## src/common/tmu_pkg.sv

```systemverilog
/*
 * Package of the timer unit glue: register map, field layout of the
 * input source selector, reset values and the carriers between files.
 * Assumes a 32-bit byte address and one aligned word per register.
 */
`default_nettype none

package tmu_pkg;

   ////////////////////////////////////////////////////////////////////////
   // Address window of the unit
   localparam logic [31:0] TMU_WIN_BASE = 32'h4001_0000;
   localparam logic [31:0] TMU_WIN_LAST = 32'h4001_3FFF;

   // Byte offsets inside the window
   localparam logic [13:0] OFS_MODULE_IDENTITY     = 14'h0000;
   localparam logic [13:0] OFS_INPUT_SOURCE_SELECT = 14'h0004;
   localparam logic [13:0] OFS_TIMER_TWO_CONTROL   = 14'h0008;
   localparam logic [13:0] OFS_TIMER_THREE_CONTROL = 14'h000C;
   localparam logic [13:0] OFS_TIMER_FOUR_CONTROL  = 14'h0010;
   localparam logic [13:0] OFS_TIMER_FIVE_CONTROL  = 14'h0014;
   localparam logic [13:0] OFS_TIMER_SIX_CONTROL   = 14'h0018;
   localparam logic [13:0] OFS_CAPTURE_RELOAD      = 14'h001C;
   localparam logic [13:0] OFS_TIMER_TWO_COUNT     = 14'h0020;
   localparam logic [13:0] OFS_TIMER_THREE_COUNT   = 14'h0024;
   localparam logic [13:0] OFS_TIMER_FOUR_COUNT    = 14'h0028;
   localparam logic [13:0] OFS_TIMER_FIVE_COUNT    = 14'h002C;
   localparam logic [13:0] OFS_TIMER_SIX_COUNT     = 14'h0030;

   // Register index: word offset, 4'hF marks an unmapped address
   localparam logic [3:0] IDX_IDENT = 4'h0;
   localparam logic [3:0] IDX_SEL   = 4'h1;
   localparam logic [3:0] IDX_CTL_B = 4'h2;
   localparam logic [3:0] IDX_CTL_E = 4'h5;
   localparam logic [3:0] IDX_CTL_F = 4'h6;
   localparam logic [3:0] IDX_CAPRL = 4'h7;
   localparam logic [3:0] IDX_CNT_C = 4'h9;
   localparam logic [3:0] IDX_LAST  = 4'hC;
   localparam logic [3:0] IDX_NONE  = 4'hF;

   // Reset values
   localparam logic [15:0] RST_SELECT  = 16'h0000;
   localparam logic [15:0] RST_CONTROL = 16'h0000;

   // Identity fields
   localparam int IDENT_REV_LSB  = 0;
   localparam int IDENT_TYPE_LSB = 8;

   ////////////////////////////////////////////////////////////////////////
   // Selector layout, most significant field first
   typedef struct packed {
      logic [1:0] capture_trigger_src_sel;  // [15:14]
      logic       tmr_f_dir_src_sel;        // 13
      logic       tmr_f_count_src_sel;      // 12
      logic       tmr_e_dir_src_sel;        // 11
      logic       tmr_e_count_src_sel;      // 10
      logic [1:0] tmr_d_dir_src_sel;        // [9:8]
      logic [1:0] tmr_d_count_src_sel;      // [7:6]
      logic [1:0] tmr_c_dir_src_sel;        // [5:4]
      logic [1:0] tmr_c_count_src_sel;      // [3:2]
      logic       tmr_b_dir_src_sel;        // 1
      logic       tmr_b_count_src_sel;      // 0
   } tmu_sel_t;

   // Candidate sources, first-listed source in bit 0
   typedef struct packed {
      logic [1:0] b_count;
      logic [1:0] b_dir;
      logic [3:0] c_count;
      logic [3:0] c_dir;
      logic [3:0] d_count;
      logic [3:0] d_dir;
      logic [1:0] e_count;
      logic [1:0] e_dir;
      logic [1:0] f_count;
      logic [1:0] f_dir;
      logic [1:0] capture_pin;
   } tmu_src_t;

   // Routed inputs as the timer cores see them
   typedef struct packed {
      logic b_count;
      logic b_dir;
      logic c_count;
      logic c_dir;
      logic d_count;
      logic d_dir;
      logic e_count;
      logic e_dir;
      logic f_count;
      logic f_dir;
      logic capture_trigger_input;
   } tmu_routed_t;

endpackage

`default_nettype wire

```

## src/tmu_glue.sv

```systemverilog
/*
 * Shared glue of a five-timer general purpose timer unit: window and
 * register decode, input source selector, identity register, control
 * register storage, forwarding of count and capture/reload accesses to
 * the timer cores, interrupt request lines and the timer six wrap pulse.
 * Assumes the timer cores run on i_clk and hold the count and
 * capture/reload values themselves; all inputs are synchronous to i_clk.
 */
// The address-and-strobe port was left to the implementer.
// What this block does and what it relies on
// Selector bit 0 picks timer two count source
// Selector bit 1 picks timer two direction source
// Selector [3:2] picks timer three count source
// Selector [5:4] picks timer three direction source
// Selector [7:6] picks timer four count source
// Selector [9:8] picks timer four direction source
// Bits 10, 11 pick timer five sources
// Bits 12, 13 pick timer six sources
// Selector [15:14] picks capture trigger source
// Selector resets to zero, legacy routing
// Identity bits [7:0] give revision, first 01
// Identity bits [15:8] give unit type code
// Thirteen registers decoded at offsets 00 to 30
// Window 40010000 to 40013FFF, base plus offset
// Timer prescaling derives from system clock directly
// Six interrupt request outputs drive the controller
// Export pulse on each timer six wrap
// Disabled: reads work, only selector, timer-five control write
// Software sets pin directions and selects pins
// Software picks rising edge for read triggers
// Identity writes ignored, unused offsets read zero
`timescale 1ns/1ns
`default_nettype none

module tmu_glue
   import tmu_pkg::*;
#(
   parameter int          DATA_W    = 32,
   parameter logic [7:0]  REVISION  = 8'h01,
   parameter logic [7:0]  UNIT_TYPE = 8'hA7   // Arbitrary value
)
(
   input  wire logic              i_clk,
   input  wire logic              i_rst_n,
   // Register port
   input  wire logic [31:0]       i_addr,
   input  wire logic [DATA_W-1:0] i_wdata,
   input  wire logic              i_wr,
   input  wire logic              i_rd,
   output logic      [DATA_W-1:0] o_rdata,
   // Unit disable from the power management
   input  wire logic              i_unit_disable,
   // Timer input candidates and routed inputs
   input  wire tmu_src_t          i_src,
   output var  tmu_routed_t       o_routed,
   // Control registers towards the cores, timer two first
   output logic      [4:0][15:0]  o_ctrl,
   // Capture/reload and counts held by the cores, capture/reload first
   input  wire logic [5:0][15:0]  i_core_value,
   output logic      [5:0]        o_core_wr,
   output logic      [15:0]       o_core_wdata,
   // Interrupt events from the cores, timers two to six then capture
   input  wire logic [5:0]        i_irq_event,
   output logic      [5:0]        o_irq,
   // Wrap event of timer six from its core
   input  wire logic              i_tmr_f_wrap,
   output logic                   o_timer_six_wrap_pulse
);

   ////////////////////////////////////////////////////////////////////////
   // Elaboration checks

   // Registers are 16 bits wide and must fit the data path
   if (DATA_W < 16 || DATA_W > 64)
   begin : g_bad_width
      $error("tmu_glue: DATA_W must lie between 16 and 64");
   end

   ////////////////////////////////////////////////////////////////////////
   // Address decode

   // Maps a byte address to a register index, IDX_NONE when unmapped
   function automatic logic [3:0] reg_index(input logic [31:0] addr);
      logic [13:0] ofs;
      logic [3:0]  idx;
      ofs = addr[13:0];
      idx = IDX_NONE;
      // Window base plus offset gives the absolute address
      if (addr >= TMU_WIN_BASE && addr <= TMU_WIN_LAST)
      begin
         // Word aligned offsets 00 to 30 only
         if (ofs[1:0] == 2'b00 && ofs[13:6] == 8'h00)
         begin
            if (ofs[5:2] <= IDX_LAST)
               idx = ofs[5:2];
         end
      end
      reg_index = idx;
   endfunction

   // True for an index that software may write while disabled
   function automatic logic writable_when_off(input logic [3:0] idx);
      writable_when_off = (idx == IDX_SEL) || (idx == IDX_CTL_E);
   endfunction

   logic [3:0]  acc_idx;
   logic        wr_ok;
   logic [15:0] wdata16;

   assign acc_idx = reg_index(i_addr);
   assign wdata16 = i_wdata[15:0];

   // Write gate: mapped, and while disabled only the two listed registers
   assign wr_ok = i_wr && (acc_idx != IDX_NONE) && (acc_idx != IDX_IDENT)
                  && (!i_unit_disable || writable_when_off(acc_idx));

   ////////////////////////////////////////////////////////////////////////
   // Input source selector

   tmu_sel_t src_sel;

   // Selector starts on the first-listed source of every input
   always_ff @(posedge i_clk)
   begin
      if (!i_rst_n)
         src_sel <= tmu_sel_t'(RST_SELECT);
      else if (wr_ok && acc_idx == IDX_SEL)
         src_sel <= tmu_sel_t'(wdata16);
   end

   ////////////////////////////////////////////////////////////////////////
   // Control registers of timers two to six

   // Contents are interpreted by the cores; stored here to share decode
   always_ff @(posedge i_clk)
   begin
      if (!i_rst_n)
      begin
         for (int i = 0; i < 5; i++)
            o_ctrl[i] <= RST_CONTROL;
      end
      else if (wr_ok && acc_idx >= IDX_CTL_B && acc_idx <= IDX_CTL_F)
      begin
         o_ctrl[3'(acc_idx - IDX_CTL_B)] <= wdata16;
      end
   end

   ////////////////////////////////////////////////////////////////////////
   // Forwarding of capture/reload and count writes

   // Core registers take the value one cycle after the strobe
   always_ff @(posedge i_clk)
   begin
      if (!i_rst_n)
      begin
         o_core_wr    <= '0;
         o_core_wdata <= 16'h0000;
      end
      else
      begin
         o_core_wr <= '0;
         if (wr_ok && acc_idx >= IDX_CAPRL && acc_idx <= IDX_LAST)
         begin
            o_core_wr[3'(acc_idx - IDX_CAPRL)] <= 1'b1;
            o_core_wdata                       <= wdata16;
         end
      end
   end

   ////////////////////////////////////////////////////////////////////////
   // Read path

   logic [15:0] identity_word;
   logic [15:0] next_rdata16;

   // Read-only identity: type code above, revision below
   assign identity_word = {UNIT_TYPE, REVISION};

   // Read mux; reads stay served while the unit is disabled
   always_comb
   begin
      next_rdata16 = 16'h0000;
      if (i_rd)
      begin
         case (acc_idx)
            IDX_IDENT: next_rdata16 = identity_word;
            IDX_SEL:   next_rdata16 = 16'(src_sel);
            4'h2, 4'h3, 4'h4, 4'h5, 4'h6:
               next_rdata16 = o_ctrl[3'(acc_idx - IDX_CTL_B)];
            4'h7, 4'h8, 4'h9, 4'hA, 4'hB, 4'hC:
               next_rdata16 = i_core_value[3'(acc_idx - IDX_CAPRL)];
            default:   next_rdata16 = 16'h0000;
         endcase
      end
   end

   // Data stands only in the cycle after the read strobe
   always_ff @(posedge i_clk)
   begin
      if (!i_rst_n)
         o_rdata <= '0;
      else
         o_rdata <= DATA_W'(next_rdata16);
   end

   ////////////////////////////////////////////////////////////////////////
   // Internal read triggers for the capture path

   logic rd_c_count;
   logic rd_bcd_count;

   // Reads of the timer three count, and of timers two to four.
   // A one-cycle pulse: the capture edge detector must look for a rise.
   always_ff @(posedge i_clk)
   begin
      if (!i_rst_n)
      begin
         rd_c_count   <= 1'b0;
         rd_bcd_count <= 1'b0;
      end
      else
      begin
         rd_c_count   <= i_rd && (acc_idx == IDX_CNT_C);
         rd_bcd_count <= i_rd && (acc_idx >= 4'h8) && (acc_idx <= 4'hA);
      end
   end

   ////////////////////////////////////////////////////////////////////////
   // Input routing

   // Pins arrive already set to input by software
   tmu_input_router u_router
   (
      .i_clk          (i_clk),
      .i_rst_n        (i_rst_n),
      .i_sel          (src_sel),
      .i_src          (i_src),
      .i_rd_c_count   (rd_c_count),
      .i_rd_bcd_count (rd_bcd_count),
      .o_routed       (o_routed)
   );

   ////////////////////////////////////////////////////////////////////////
   // Interrupt request lines

   // One line each for timers two to six and one for capture/reload;
   // registered so the controller sees clean pulses
   always_ff @(posedge i_clk)
   begin
      if (!i_rst_n)
         o_irq <= '0;
      else
         o_irq <= i_irq_event;
   end

   ////////////////////////////////////////////////////////////////////////
   // Timer six wrap export

   // Core runs on i_clk with no divider, so a wrap is one clock long
   always_ff @(posedge i_clk)
   begin
      if (!i_rst_n)
         o_timer_six_wrap_pulse <= 1'b0;
      else
         o_timer_six_wrap_pulse <= i_tmr_f_wrap;
   end

endmodule

`default_nettype wire

```

## src/tmu_input_router.sv

```systemverilog
/*
 * Input router: steers the candidate sources of each timer input and of
 * the capture trigger by the selector fields. Outputs are registered.
 * Assumes all sources are synchronous to i_clk.
 */
`timescale 1ns/1ns
`default_nettype none

module tmu_input_router
   import tmu_pkg::*;
(
   input  wire logic        i_clk,
   input  wire logic        i_rst_n,
   input  wire tmu_sel_t    i_sel,
   input  wire tmu_src_t    i_src,
   input  wire logic        i_rd_c_count,
   input  wire logic        i_rd_bcd_count,
   output var  tmu_routed_t o_routed
);

   ////////////////////////////////////////////////////////////////////////
   // Picks one of up to four candidates
   function automatic logic pick4(input logic [3:0] cand, input logic [1:0] sel);
      pick4 = cand[sel];
   endfunction

   tmu_routed_t next_routed;
   logic [3:0]  capture_cand;

   // Last two capture candidates are the internal read strobes
   assign capture_cand = {i_rd_bcd_count, i_rd_c_count, i_src.capture_pin};

   // Source selection per timer input
   always_comb
   begin
      next_routed.b_count = i_src.b_count[i_sel.tmr_b_count_src_sel];
      next_routed.b_dir   = i_src.b_dir[i_sel.tmr_b_dir_src_sel];
      next_routed.c_count = pick4(i_src.c_count, i_sel.tmr_c_count_src_sel);
      next_routed.c_dir   = pick4(i_src.c_dir, i_sel.tmr_c_dir_src_sel);
      next_routed.d_count = pick4(i_src.d_count, i_sel.tmr_d_count_src_sel);
      next_routed.d_dir   = pick4(i_src.d_dir, i_sel.tmr_d_dir_src_sel);
      next_routed.e_count = i_src.e_count[i_sel.tmr_e_count_src_sel];
      next_routed.e_dir   = i_src.e_dir[i_sel.tmr_e_dir_src_sel];
      next_routed.f_count = i_src.f_count[i_sel.tmr_f_count_src_sel];
      next_routed.f_dir   = i_src.f_dir[i_sel.tmr_f_dir_src_sel];
      next_routed.capture_trigger_input =
         pick4(capture_cand, i_sel.capture_trigger_src_sel);
   end

   // One register stage keeps the cores' edge detectors glitch free
   always_ff @(posedge i_clk)
   begin
      if (!i_rst_n)
         o_routed <= '0;
      else
         o_routed <= next_routed;
   end

endmodule

`default_nettype wire

```

## config.mk

```make
export PLATFORM = sky130hd
export DESIGN_NAME = tmu_glue
export DESIGN_NICKNAME = d
export VERILOG_FILES = /design/src/common/tmu_pkg.sv /design/src/tmu_glue.sv /design/src/tmu_input_router.sv
export SDC_FILE = /design/constraint.sdc
export NUM_CORES = 1
export LEC_CHECK = 0
export ABC_AREA = 1
export BUFFER_PORTS_ARGS = -buffer_cell sky130_fd_sc_hd__buf_2
export CAP_MARGIN = 30
export CORE_MARGIN = 5
export CORE_UTILIZATION = 45
export DETAILED_ROUTE_END_ITERATION = 8
export PLACE_DENSITY = 0.78
export SYNTH_ARGS = -nofsm -noshare
export SYNTH_HDL_FRONTEND = slang
export SYNTH_SLANG_ARGS = --single-unit
```

## constraint.sdc

```tcl
create_clock -name i_clk -period 2.9 [get_ports i_clk]
set_input_delay 0.29 -clock i_clk [delete_from_list [all_inputs] [get_ports i_clk]]
set_output_delay 0.29 -clock i_clk [all_outputs]
set_load 0.02 [all_outputs]
```

Yosys cells after proc, flatten, opt, wreduce, memory -nomap -nowiden
Index checks and enable logic that the tools add are counted.

word-level totals
  word-level logic and storage cells = 135
  bits of input ports = 202
  register bits after elaboration = 170
  output and inout bits = 152

operators by class
  add/subtract/negate cells = 2
  equality and inequality tests = 13
  reduce and logical (&&, ||, !) cells = 26
  order comparisons = 24
  mux-type cells = 35

operators by type and width
  kind                                                                                   count
  16-bit binary-select mux with 3-bit select                                             2
  80-bit bitwise mux                                                                     1
  16-bit one-hot mux with 4 select lines                                                 1
  16-bit demux with 3-bit select                                                         1
  16-bit 2-to-1 mux                                                                      3
  32-bit by 31-bit greater-or-equal comparator with 1-bit output, second input constant  1
  32-bit by 31-bit <= comparator with 1-bit output, second input constant                1
  4-bit equality test, second input constant                                             5
  1-bit 2-to-1 mux                                                                       18
  4-bit by 3-bit equality test with 1-bit output, second input constant                  4
  1-bit logical AND                                                                      15
  2-bit by 3-bit less-than comparator with 1-bit output, second input constant           5
  4-bit <= comparator, second input constant                                             3
  1-bit by 2-bit less-than comparator with 1-bit output, second input constant           6
  4-bit 2-to-1 mux                                                                       3
  1-bit binary-select mux with 2-bit select                                              5
  4-bit by 2-bit equality test with 1-bit output, second input constant                  2
  8-bit logical NOT                                                                      1
  3-bit by 4-bit less-than comparator with 1-bit output, second input constant           2
  3-bit by 1-bit greater-or-equal comparator with 1-bit output, second input constant    2
  6-bit OR reduction                                                                     1
  5-bit OR reduction                                                                     1
  4-bit by 1-bit equality test with 1-bit output, second input constant                  1
  4-bit by 2-bit greater-or-equal comparator with 1-bit output, second input constant    1
  other kinds (13)                                                                       15

Logic depth before layout (Yosys ltp)
Gate-level depths: netlist (run 1).

  depth after elaboration = 11
  depth in mapped cells = 20
  depth with buffers taken out = 19

By module
From an unflattened synthesis (run 1), not the netlist that was laid out.

second synthesis, totals
  cell total of the unflattened synthesis = 1492
  area, all modules = 8882.3 um2

by module, submodules not included
  module            area each (um2)  instances  cells each  seq. area each (um2)
  tmu_glue          8313.0           1          1397        2862.7
  tmu_input_router  569.3            1          95          220.2

Least setup slack after synthesis (run 1)
OpenSTA, ideal clock, no wires.

  path kind = in2reg
  start point = input i_addr[9]
  end point = register o_rdata[10]
  required time = 2.790 ns
  library setup time = 0.110 ns
  arrival = 2.654 ns
  setup slack = 0.136 ns
  stages = 19
  buffers on the path = 1
  path through = nor2_1 > nand2_1 > inv_1 > nand2_1 > nor2_1 > inv_1 > nor2_1 > inv_1 > ha_1 > or2_2 > nand3_1 > nand2_1 > nor2_1 > nand2_1 > buf_2 > nand3_1 > nand3_1 > nand2_1 > inv_1

between the ends
  cells in the longest elaborated chain, start to end = 8
  elaborated cells between the ends (all ways) = 29
  classes of those cells = add/sub (2); order compare (2); eq/ne (12); mux (7); reduce/logical (6)

RTL lines
  item                                                                                                    RTL line                          text
  start: declaration                                                                                      tmu_glue.sv:46                    input wire logic [31:0] i_addr,
  branches (longest 3 deep; another with 32-bit by 31-bit greater-or-equal comparator with 1-bit output)  -
  4-bit 2-to-1 mux (*)                                                                                    tmu_glue.sv:89                    if (addr >= TMU_WIN_BASE && addr <= TMU_WIN_LAST)
  3-bit subtractor or 3-bit by 2-bit subtractor with 3-bit output (tied branches)                         tmu_glue.sv:191, tmu_glue.sv:189
  16-bit binary-select mux with 3-bit select, on equally long branches                                    tmu_glue.sv:191, tmu_glue.sv:189
  16-bit 2-to-1 mux, on equally long branches                                                             tmu_glue.sv:191, tmu_glue.sv:189
  16-bit one-hot mux with 4 select lines (*)                                                              tmu_glue.sv:185                   case (acc_idx)
  end signal: assignment                                                                                  tmu_glue.sv:203                   o_rdata <= DATA_W'(next_rdata16);
  end: declaration                                                                                        tmu_glue.sv:50                    output logic [DATA_W-1:0] o_rdata,

Mark *: on every way between the ends. The select of a mux whose other input is x is not followed.
A chain may end at the register's enable or synchronous reset.

Worst setup path after layout (run 1)
  start point = input i_addr[0]
  end point = register o_ctrl[70] in the netlist's numbering

between the ends
  cells in the longest elaborated chain, start to end = 10
  elaborated cells between the ends (all ways) = 27
  classes of those cells = add/sub (1); order compare (6); eq/ne (3); mux (5); reduce/logical (12)

RTL lines
  item                                                                                                       RTL line                          text
  branches (longest 3 deep; another with 32-bit by 31-bit greater-or-equal comparator with 1-bit output)     -
  4-bit 2-to-1 mux (*)                                                                                       tmu_glue.sv:89
  3-bit by 2-bit subtractor with 3-bit output, or another cell as far along                                  tmu_glue.sv:144                   o_ctrl[3'(acc_idx - IDX_CTL_B)] <= wdata16;
  3-bit by 4-bit less-than comparator with 1-bit output (implied by the code), or another cell as far along  tmu_glue.sv:144
  1-bit logical AND (implied by the code), or another cell as far along                                      tmu_glue.sv:144
  16-bit 2-to-1 mux (implied by the code) or 1-bit logical AND (tied branches)                               tmu_glue.sv:144, tmu_glue.sv:115
  16-bit demux with 3-bit select or 1-bit logical AND (tied branches)                                        tmu_glue.sv:144, tmu_glue.sv:142
  80-bit bitwise mux or 1-bit logical AND (tied branches)                                                    tmu_glue.sv:144, tmu_glue.sv:142
  end signal: indexed assignment                                                                             tmu_glue.sv:144
  end: declaration                                                                                           tmu_glue.sv:57                    output logic [4:0][15:0] o_ctrl,

Mark *: on every way between the ends.

==> results.sh, run 1 <==
export IMPL_status="finished clean"
export IMPL_cellPowerDensity_mw_per_mm2=418
export IMPL_synth_cells=1457
export IMPL_cts_htree_levels=4
export IMPL_setup_viol=0
export IMPL_io_buffer_count=321
export IMPL_path_cells="buf_2 -> nor2_2 -> nand2_1 -> nor2_1 -> nand2_1 -> nor2_1 -> inv_1 -> nor2_1 -> buf_4 -> ha_1 -> inv_1 -> o21ai_2 -> nand2_2 -> nor2_8 -> nand3_4 -> nand2_1 -> nand2_1 -> nor2_1"
export IMPL_synth_edf_count=0
export IMPL_fmax_mhz=398
export IMPL_setup_worst_path_start_class="primary input"
export IMPL_die_area_mm2=0.0224
export IMPL_path_class="primary input to flip-flop"
export IMPL_reg2reg_from="o_ctrl[37]"
export IMPL_cp_depth=18
export IMPL_coreArea_mm2=0.0193
export IMPL_die_h_um=150
export IMPL_hold_violations=0
export IMPL_grt_overflow=0
export IMPL_min_from="i_irq_event[3]"
export IMPL_dp_hpwl_mm=24.2
export IMPL_antenna_found_initial=3
export IMPL_cap_violations=0
export IMPL_crit_family="simple AND/OR/NAND/NOR gates"
export IMPL_ys_warnings_count=0
export IMPL_cts_sinks=154
export IMPL_drc=0
export IMPL_ir_drop_uv=442
export IMPL_drv_slew=0
export IMPL_area_delta_synth_final_pct=27.7
export IMPL_rows=51
export IMPL_min_to="o_irq[3]"
export IMPL_p_leak_nw=6.38
export IMPL_grt_pass1_wl_mm=47.4
export IMPL_cts_hold_buf=0
export IMPL_register_area_mm2=0.00308
export IMPL_gr_usage_met3=0.0766
export IMPL_cp_data_arrival_time_ps=2870
export IMPL_vias=9805
export IMPL_multi_input_area_mm2=0.00459
export IMPL_cp_max_fo=32
export IMPL_gp_congestion=0.916
export IMPL_dp_worst_setup_slack_ps=-16.7
export IMPL_finalNetCount=1972
export IMPL_pin_count=354
export IMPL_cts_buffers=17
export IMPL_clk_pin_slew_ps=70
export IMPL_fin_area_mm2=0.0112
export IMPL_end_kind="flip-flop"
export IMPL_fin_crit_sh=0.865
export IMPL_drtIter0Drc=549
export IMPL_setup_tns_ps=0
export IMPL_ff2ff_path_depth=6
export IMPL_die_w_um=150
export IMPL_gr_usage_met2=0.481
export IMPL_relSlewSlack=0.568
export IMPL_crit_slowest_cell="nand3_4"
export IMPL_yosysUniqueCellTypes=40
export IMPL_grt_use_total=0.271
export IMPL_fin_skew_ps=16.3
export IMPL_slowest_delay_ps=350
export IMPL_layout_min_cycle_time_ps=2510
export IMPL_syn_area_mm2=0.00878
export IMPL_use_met1=0.307
export IMPL_synth_top_cell_area_share=0.351
export IMPL_whs_path_depth=3
export IMPL_r2r_slack_ps=1660
export IMPL_ys_seq_area_frac=0.351
export IMPL_ys_ff_latch=154
export IMPL_clockBufferDepth=2
export IMPL_fill_cells=1911
export IMPL_ctsResizeCount=0
export IMPL_wire_per_inst_um=15.2
export IMPL_async_flop_share=0
export IMPL_clk_latency_ps=430
export IMPL_ys_flop_type="dfxtp_1"
export IMPL_synth_top_area_cell="dfxtp_1"
export IMPL_hold_class="primary input to flip-flop"
export IMPL_yosysMostFrequentCell="nand2_1"
export IMPL_avgViaCountPerCell=4.80
export IMPL_synth_area_leaders="dfxtp_1 (35%), nand2_1 (20%), nor2_1 (14%)"
export IMPL_wl_mm=31.2
export IMPL_r2r_end="o_rdata[5]"
export IMPL_layout_setup_ws_ps=390
export IMPL_cts_root_buf="clkbuf_16"
export IMPL_worst_slew_pin_slew_ps=648
export IMPL_worstPathRequired_ps=3260
export IMPL_drtAntennaViolNets=0
export IMPL_yosys_top_cells_count="nand2_1 (463), nor2_1 (330), inv_1 (179), dfxtp_1 (154), nand3_1 (86)"
export IMPL_syn_area_per_cell_um2=6.03
export IMPL_start_util=0.454
export IMPL_grt_max_degree=71
export IMPL_place_area_mm2=0.0106
export IMPL_drive_gt1_frac=0.240
export IMPL_grt_pass1_vias=9228
export IMPL_drt_pass1_iter_count=5
export IMPL_critPathBufInv=4
export IMPL_busiest_layer="met2"
export IMPL_rsz0062_at_grt="no"
export IMPL_post_cts_buffers=0
export IMPL_cts_tree="done"
-- report_power, final --
part / switching (W) / internal (W)
Clock: 0.00105 / 0.00117
Sequential: 0.00000304 / 0.00213
Combinational: 0.000208 / 0.000138
-- tightest hold or removal path: stages --
cell and delay (ps):
buf_2 70, nand2_1 40, inv_1 40
-- registers in the layout, indices dropped and copies added (netlist names) --
| signal | flops |
|---|---|
| o_ctrl | 80 |
| o_core_wdata | 16 |
| o_rdata | 16 |
| src_sel | 16 |
| u_router.o_routed | 11 |
| o_core_wr | 6 |
| o_irq | 6 |
| o_timer_six_wrap_pulse | 1 |
| rd_bcd_count | 1 |
| rd_c_count | 1 |
-- worst max path at each step --
stage / endpoint / startpoint
4_1_cts: o_ctrl[70] / i_addr[0]
5_1_grt: o_rdata[9] / i_addr[6]
2_1_floorplan: o_rdata[10] / i_addr[9]
3_3_place_gp: o_rdata[6] / i_addr[0]
3_5_place_dp: o_rdata[7] / i_addr[0]
6_report: o_ctrl[70] / i_addr[0]
-- kinds of logic after synthesis --
kind of cell / after synthesis / share of synthesized area
flops: 154 / 0.351
compound gates: 102 / 0.0613
buf+inv: 264 / 0.134
simple gates: 928 / 0.442
fa+ha+maj: 8 / 0.0114
other cells: 1 / 0.000427
-- layout by cell type (no fill, tap or decap), drive strengths merged, types with 2 or more instances in the layout --
master | netlist | routed
nand4 | 13 | 13
clkbuf | 29 | 17
a21oi | 30 | 30
dfxtp | 154 | 154
diode | 0 | 3
buf | 52 | 352
nand3 | 95 | 95
inv | 182 | 190
nor3 | 2 | 2
o211ai | 2 | 2
o21ai | 66 | 66
nand2 | 472 | 472
ha | 8 | 8
clkinv | 1 | 7
conb | 1 | 16
nor2 | 344 | 344
-- final cells by class --
cell class              instances  area share
flip-flops and latches        154       0.275
inverters                     183      0.0615
repair buffers                352       0.171
clock buffers                  17      0.0379
diodes                          3    0.000669
multi-input cells            1054       0.409
clock inverters                15      0.0156
well taps                     265      0.0296
-- metrics by stage --
stage	total power (W)	hold slack (ps)	std cells	utilization
2_1_floorplan	0.00234	388	1472	-
3_3_place_gp	0.00252	469	2008	0.549
3_5_place_dp	0.00253	475	2008	0.549
4_1_cts	0.00472	21.2	2040	0.580
5_1_grt	0.00485	30.6	2042	0.580
6_report	0.00469	33.2	2043	0.580
-- layer usage --
metal	vias up	routed length, µm
li1	4979	-
met1	4353	11700
met2	402	15500
met3	69	2960
met4	2	940
met5	-	13
Power figures use the tool's default switching activity.
==> run 2, diff against run 1 <==
--- a/config.mk
+++ b/config.mk
@@ -11,7 +11,9 @@
 export CORE_MARGIN = 5
 export CORE_UTILIZATION = 45
 export DETAILED_ROUTE_END_ITERATION = 8
+export MAX_ROUTING_LAYER = met4
 export PLACE_DENSITY = 0.78
+export SKIP_LAST_GASP = 1
 export SYNTH_ARGS = -nofsm -noshare
 export SYNTH_HDL_FRONTEND = slang
 export SYNTH_SLANG_ARGS = --single-unit
==> run 2 against run 1 <==
Net effect: non-clock buffer count is 2 lower; critical endpoint is now o_rdata[1]; design area is 0.16% lower; critical path depth is 2 higher; hold slack worse by 13 ps; register-to-register slack hardly changed; sequential power hardly changed; clock skew is 5.7 ps lower; die area stayed put; via count is 0.62% lower.
==> results.sh, run 2 (synthesized netlist as in run 1, its figures left out) <==
export IMPL_wl_mm=31.0
export IMPL_worstPathRequired_ps=3240
export IMPL_ctsResizeCount=0
export IMPL_rows=51
export IMPL_cts_sinks=154
export IMPL_largest_register="o_ctrl"
export IMPL_cts_root_buf="clkbuf_16"
export IMPL_hold_violations=0
export IMPL_setup_tns_ps=0
export IMPL_finalNetCount=1970
export IMPL_fmax_mhz=404
export IMPL_cts_tree="done"
export IMPL_crit_slowest_cell="or2_2"
export IMPL_clk_pin_slew_ps=80
export IMPL_die_w_um=150
export IMPL_fin_skew_ps=10.6
export IMPL_grt_overflow=0
export IMPL_slowest_delay_ps=310
export IMPL_drtIter0Drc=585
export IMPL_io_buffer_count=321
export IMPL_status="finished clean"
export IMPL_clock_power_share=0.477
export IMPL_stdcell_count=2041
export IMPL_hold_class="primary input to flip-flop"
export IMPL_die_h_um=150
export IMPL_crit_start="i_addr[9]"
export IMPL_power_w=0.00473
export IMPL_dpl_cell_count=2006
export IMPL_drt_pass1_iter_count=7
export IMPL_fill_cells=1926
export IMPL_cp_max_fo=16
export IMPL_cellPowerDensity_mw_per_mm2=423
export IMPL_drv_slew=0
export IMPL_clk_latency_ps=440
export IMPL_pwr_share_comb=0.073
export IMPL_cp_data_arrival_time_ps=2810
export IMPL_cts_buffers=17
export IMPL_avgViaCountPerCell=4.77
export IMPL_area_delta_synth_final_pct=27.5
export IMPL_layout_min_cycle_time_ps=2470
export IMPL_cts_htree_levels=4
export IMPL_switching_share=0.261
export IMPL_start_util=0.454
export IMPL_vias=9744
export IMPL_gp_congestion=0.917
export IMPL_antenna_found_initial=3
export IMPL_seqPwrFrac=0.450
export IMPL_p_leak_nw=6.38
export IMPL_reg2reg_from="o_ctrl[37]"
export IMPL_pin_count=354
export IMPL_setup_viol=0
export IMPL_worst_slew_pin_slew_ps=650
export IMPL_layout_commonest_cell="nand2_1"
export IMPL_utilization=0.579
export IMPL_wire_per_inst_um=15.2
export IMPL_dp_hpwl_mm=24.0
export IMPL_die_area_mm2=0.0224
export IMPL_drive_gt1_frac=0.239
export IMPL_rsz0062_at_grt="no"
export IMPL_drc=0
export IMPL_cts_hold_buf=0
export IMPL_layout_common_cells="nand2_1 (462), nor2_1 (329), buf_2 (320), inv_1 (179), dfxtp_1 (154)"
export IMPL_post_cts_buffers=0
export IMPL_ff2ff_path_depth=6
export IMPL_path_class="primary input to flip-flop"
export IMPL_ir_drop_uv=437
export IMPL_cap_violations=0
export IMPL_r2r_end="o_rdata[5]"
export IMPL_grt_pass1_wl_mm=46.4
export IMPL_path_cells="buf_2 -> nor2_1 -> nand2_1 -> inv_1 -> nand2_1 -> nor2_1 -> inv_1 -> nor2_1 -> inv_1 -> ha_1 -> or2_2 -> nand3_1 -> nand2_1 -> nor2_1 -> nand2_1 -> buf_4 -> nand3_1 -> nand3_1 -> nand2_1 -> inv_1"
export IMPL_crit_path_frequent_cell="nand2_1"
export IMPL_largest_reg_flops=80
export IMPL_clockBufferDepth=2
export IMPL_power_internal_w=0.00349
export IMPL_setup_worst_path_start_class="primary input"
export IMPL_end_kind="flip-flop"
export IMPL_fin_crit_sh=0.853
export IMPL_coreArea_mm2=0.0193
export IMPL_grt_use_total=0.274
export IMPL_grt_pass1_vias=8848
export IMPL_r2r_slack_ps=1650
export IMPL_grt_max_degree=71
export IMPL_p_switching_w=0.00124
export IMPL_relSlewSlack=0.566
export IMPL_worstSetupEndpoint="o_rdata[1]"
export IMPL_drtAntennaViolNets=0
-- run 2: cell types whose count changed in the layout (fill, tap and decap cells not counted), sizes merged --
| cell | before | now |
|---|---|---|
| clkinv | 7 | 5 |
| inv | 190 | 191 |
| bufinv | 0 | 1 |
| buf | 352 | 350 |
-- run 2: metrics by stage --
step                hold slack (ps)  instance area (µm²)  setup slack, ps
finish                         20.3                11200              427
global route                   19.2                11200             95.3
CTS                            16.8                11200              417
detailed placement              476                10600            -18.7
global placement                470                10600             49.5
floorplan                       388                 8840              136
-- run 2: critical path: cells and delay by family --
family	cells	cell delay [ps]
simple gates	13	1580
buf+inv	6	640
fa+ha+maj	1	290
-- run 2: worst min-delay path by stage --
stage | end | slack (ps) | cells after the start | from
after floorplan | o_irq[0] | 390 | 2 | i_irq_event[0]
after global placement | o_irq[0] | 470 | 3 | i_irq_event[0]
final | o_irq[0] | 20 | 3 | i_irq_event[0]
after detailed placement | o_irq[0] | 480 | 3 | i_irq_event[0]
after CTS | o_irq[4] | 20 | 3 | i_irq_event[4]
after global routing | o_irq[0] | 20 | 3 | i_irq_event[0]
-- run 2: cell type report --
type	count	area (µm²)	area share
antenna	3	7.51	0.000670
multi-input combinational	1054	4590	0.410
tap	265	332	0.0296
clock buffer	17	425	0.0380
clock inverter	15	173	0.0154
sequential	154	3080	0.275
timing repair buffer	350	1900	0.170
inverter	183	689	0.0616
-- run 2: routing by layer --
layer  GRT usage  part of all wire  vias up
li1            -                 -     4971
met1       0.303              0.39     4339
met2       0.462              0.49      359
met3      0.0769             0.086       75
met4       0.121             0.040        0
met5           -                 0        -
-- run 2: power groups by stage --
stage	Sequential (W)	Clock, W	Combinational, W
floorplan	0.00220	0	0.000139
global placement	0.00218	0	0.000341
detailed placement	0.00218	0	0.000344
CTS	0.00213	0.00227	0.000346
global route	0.00213	0.00236	0.000382
finish	0.00213	0.00226	0.000346
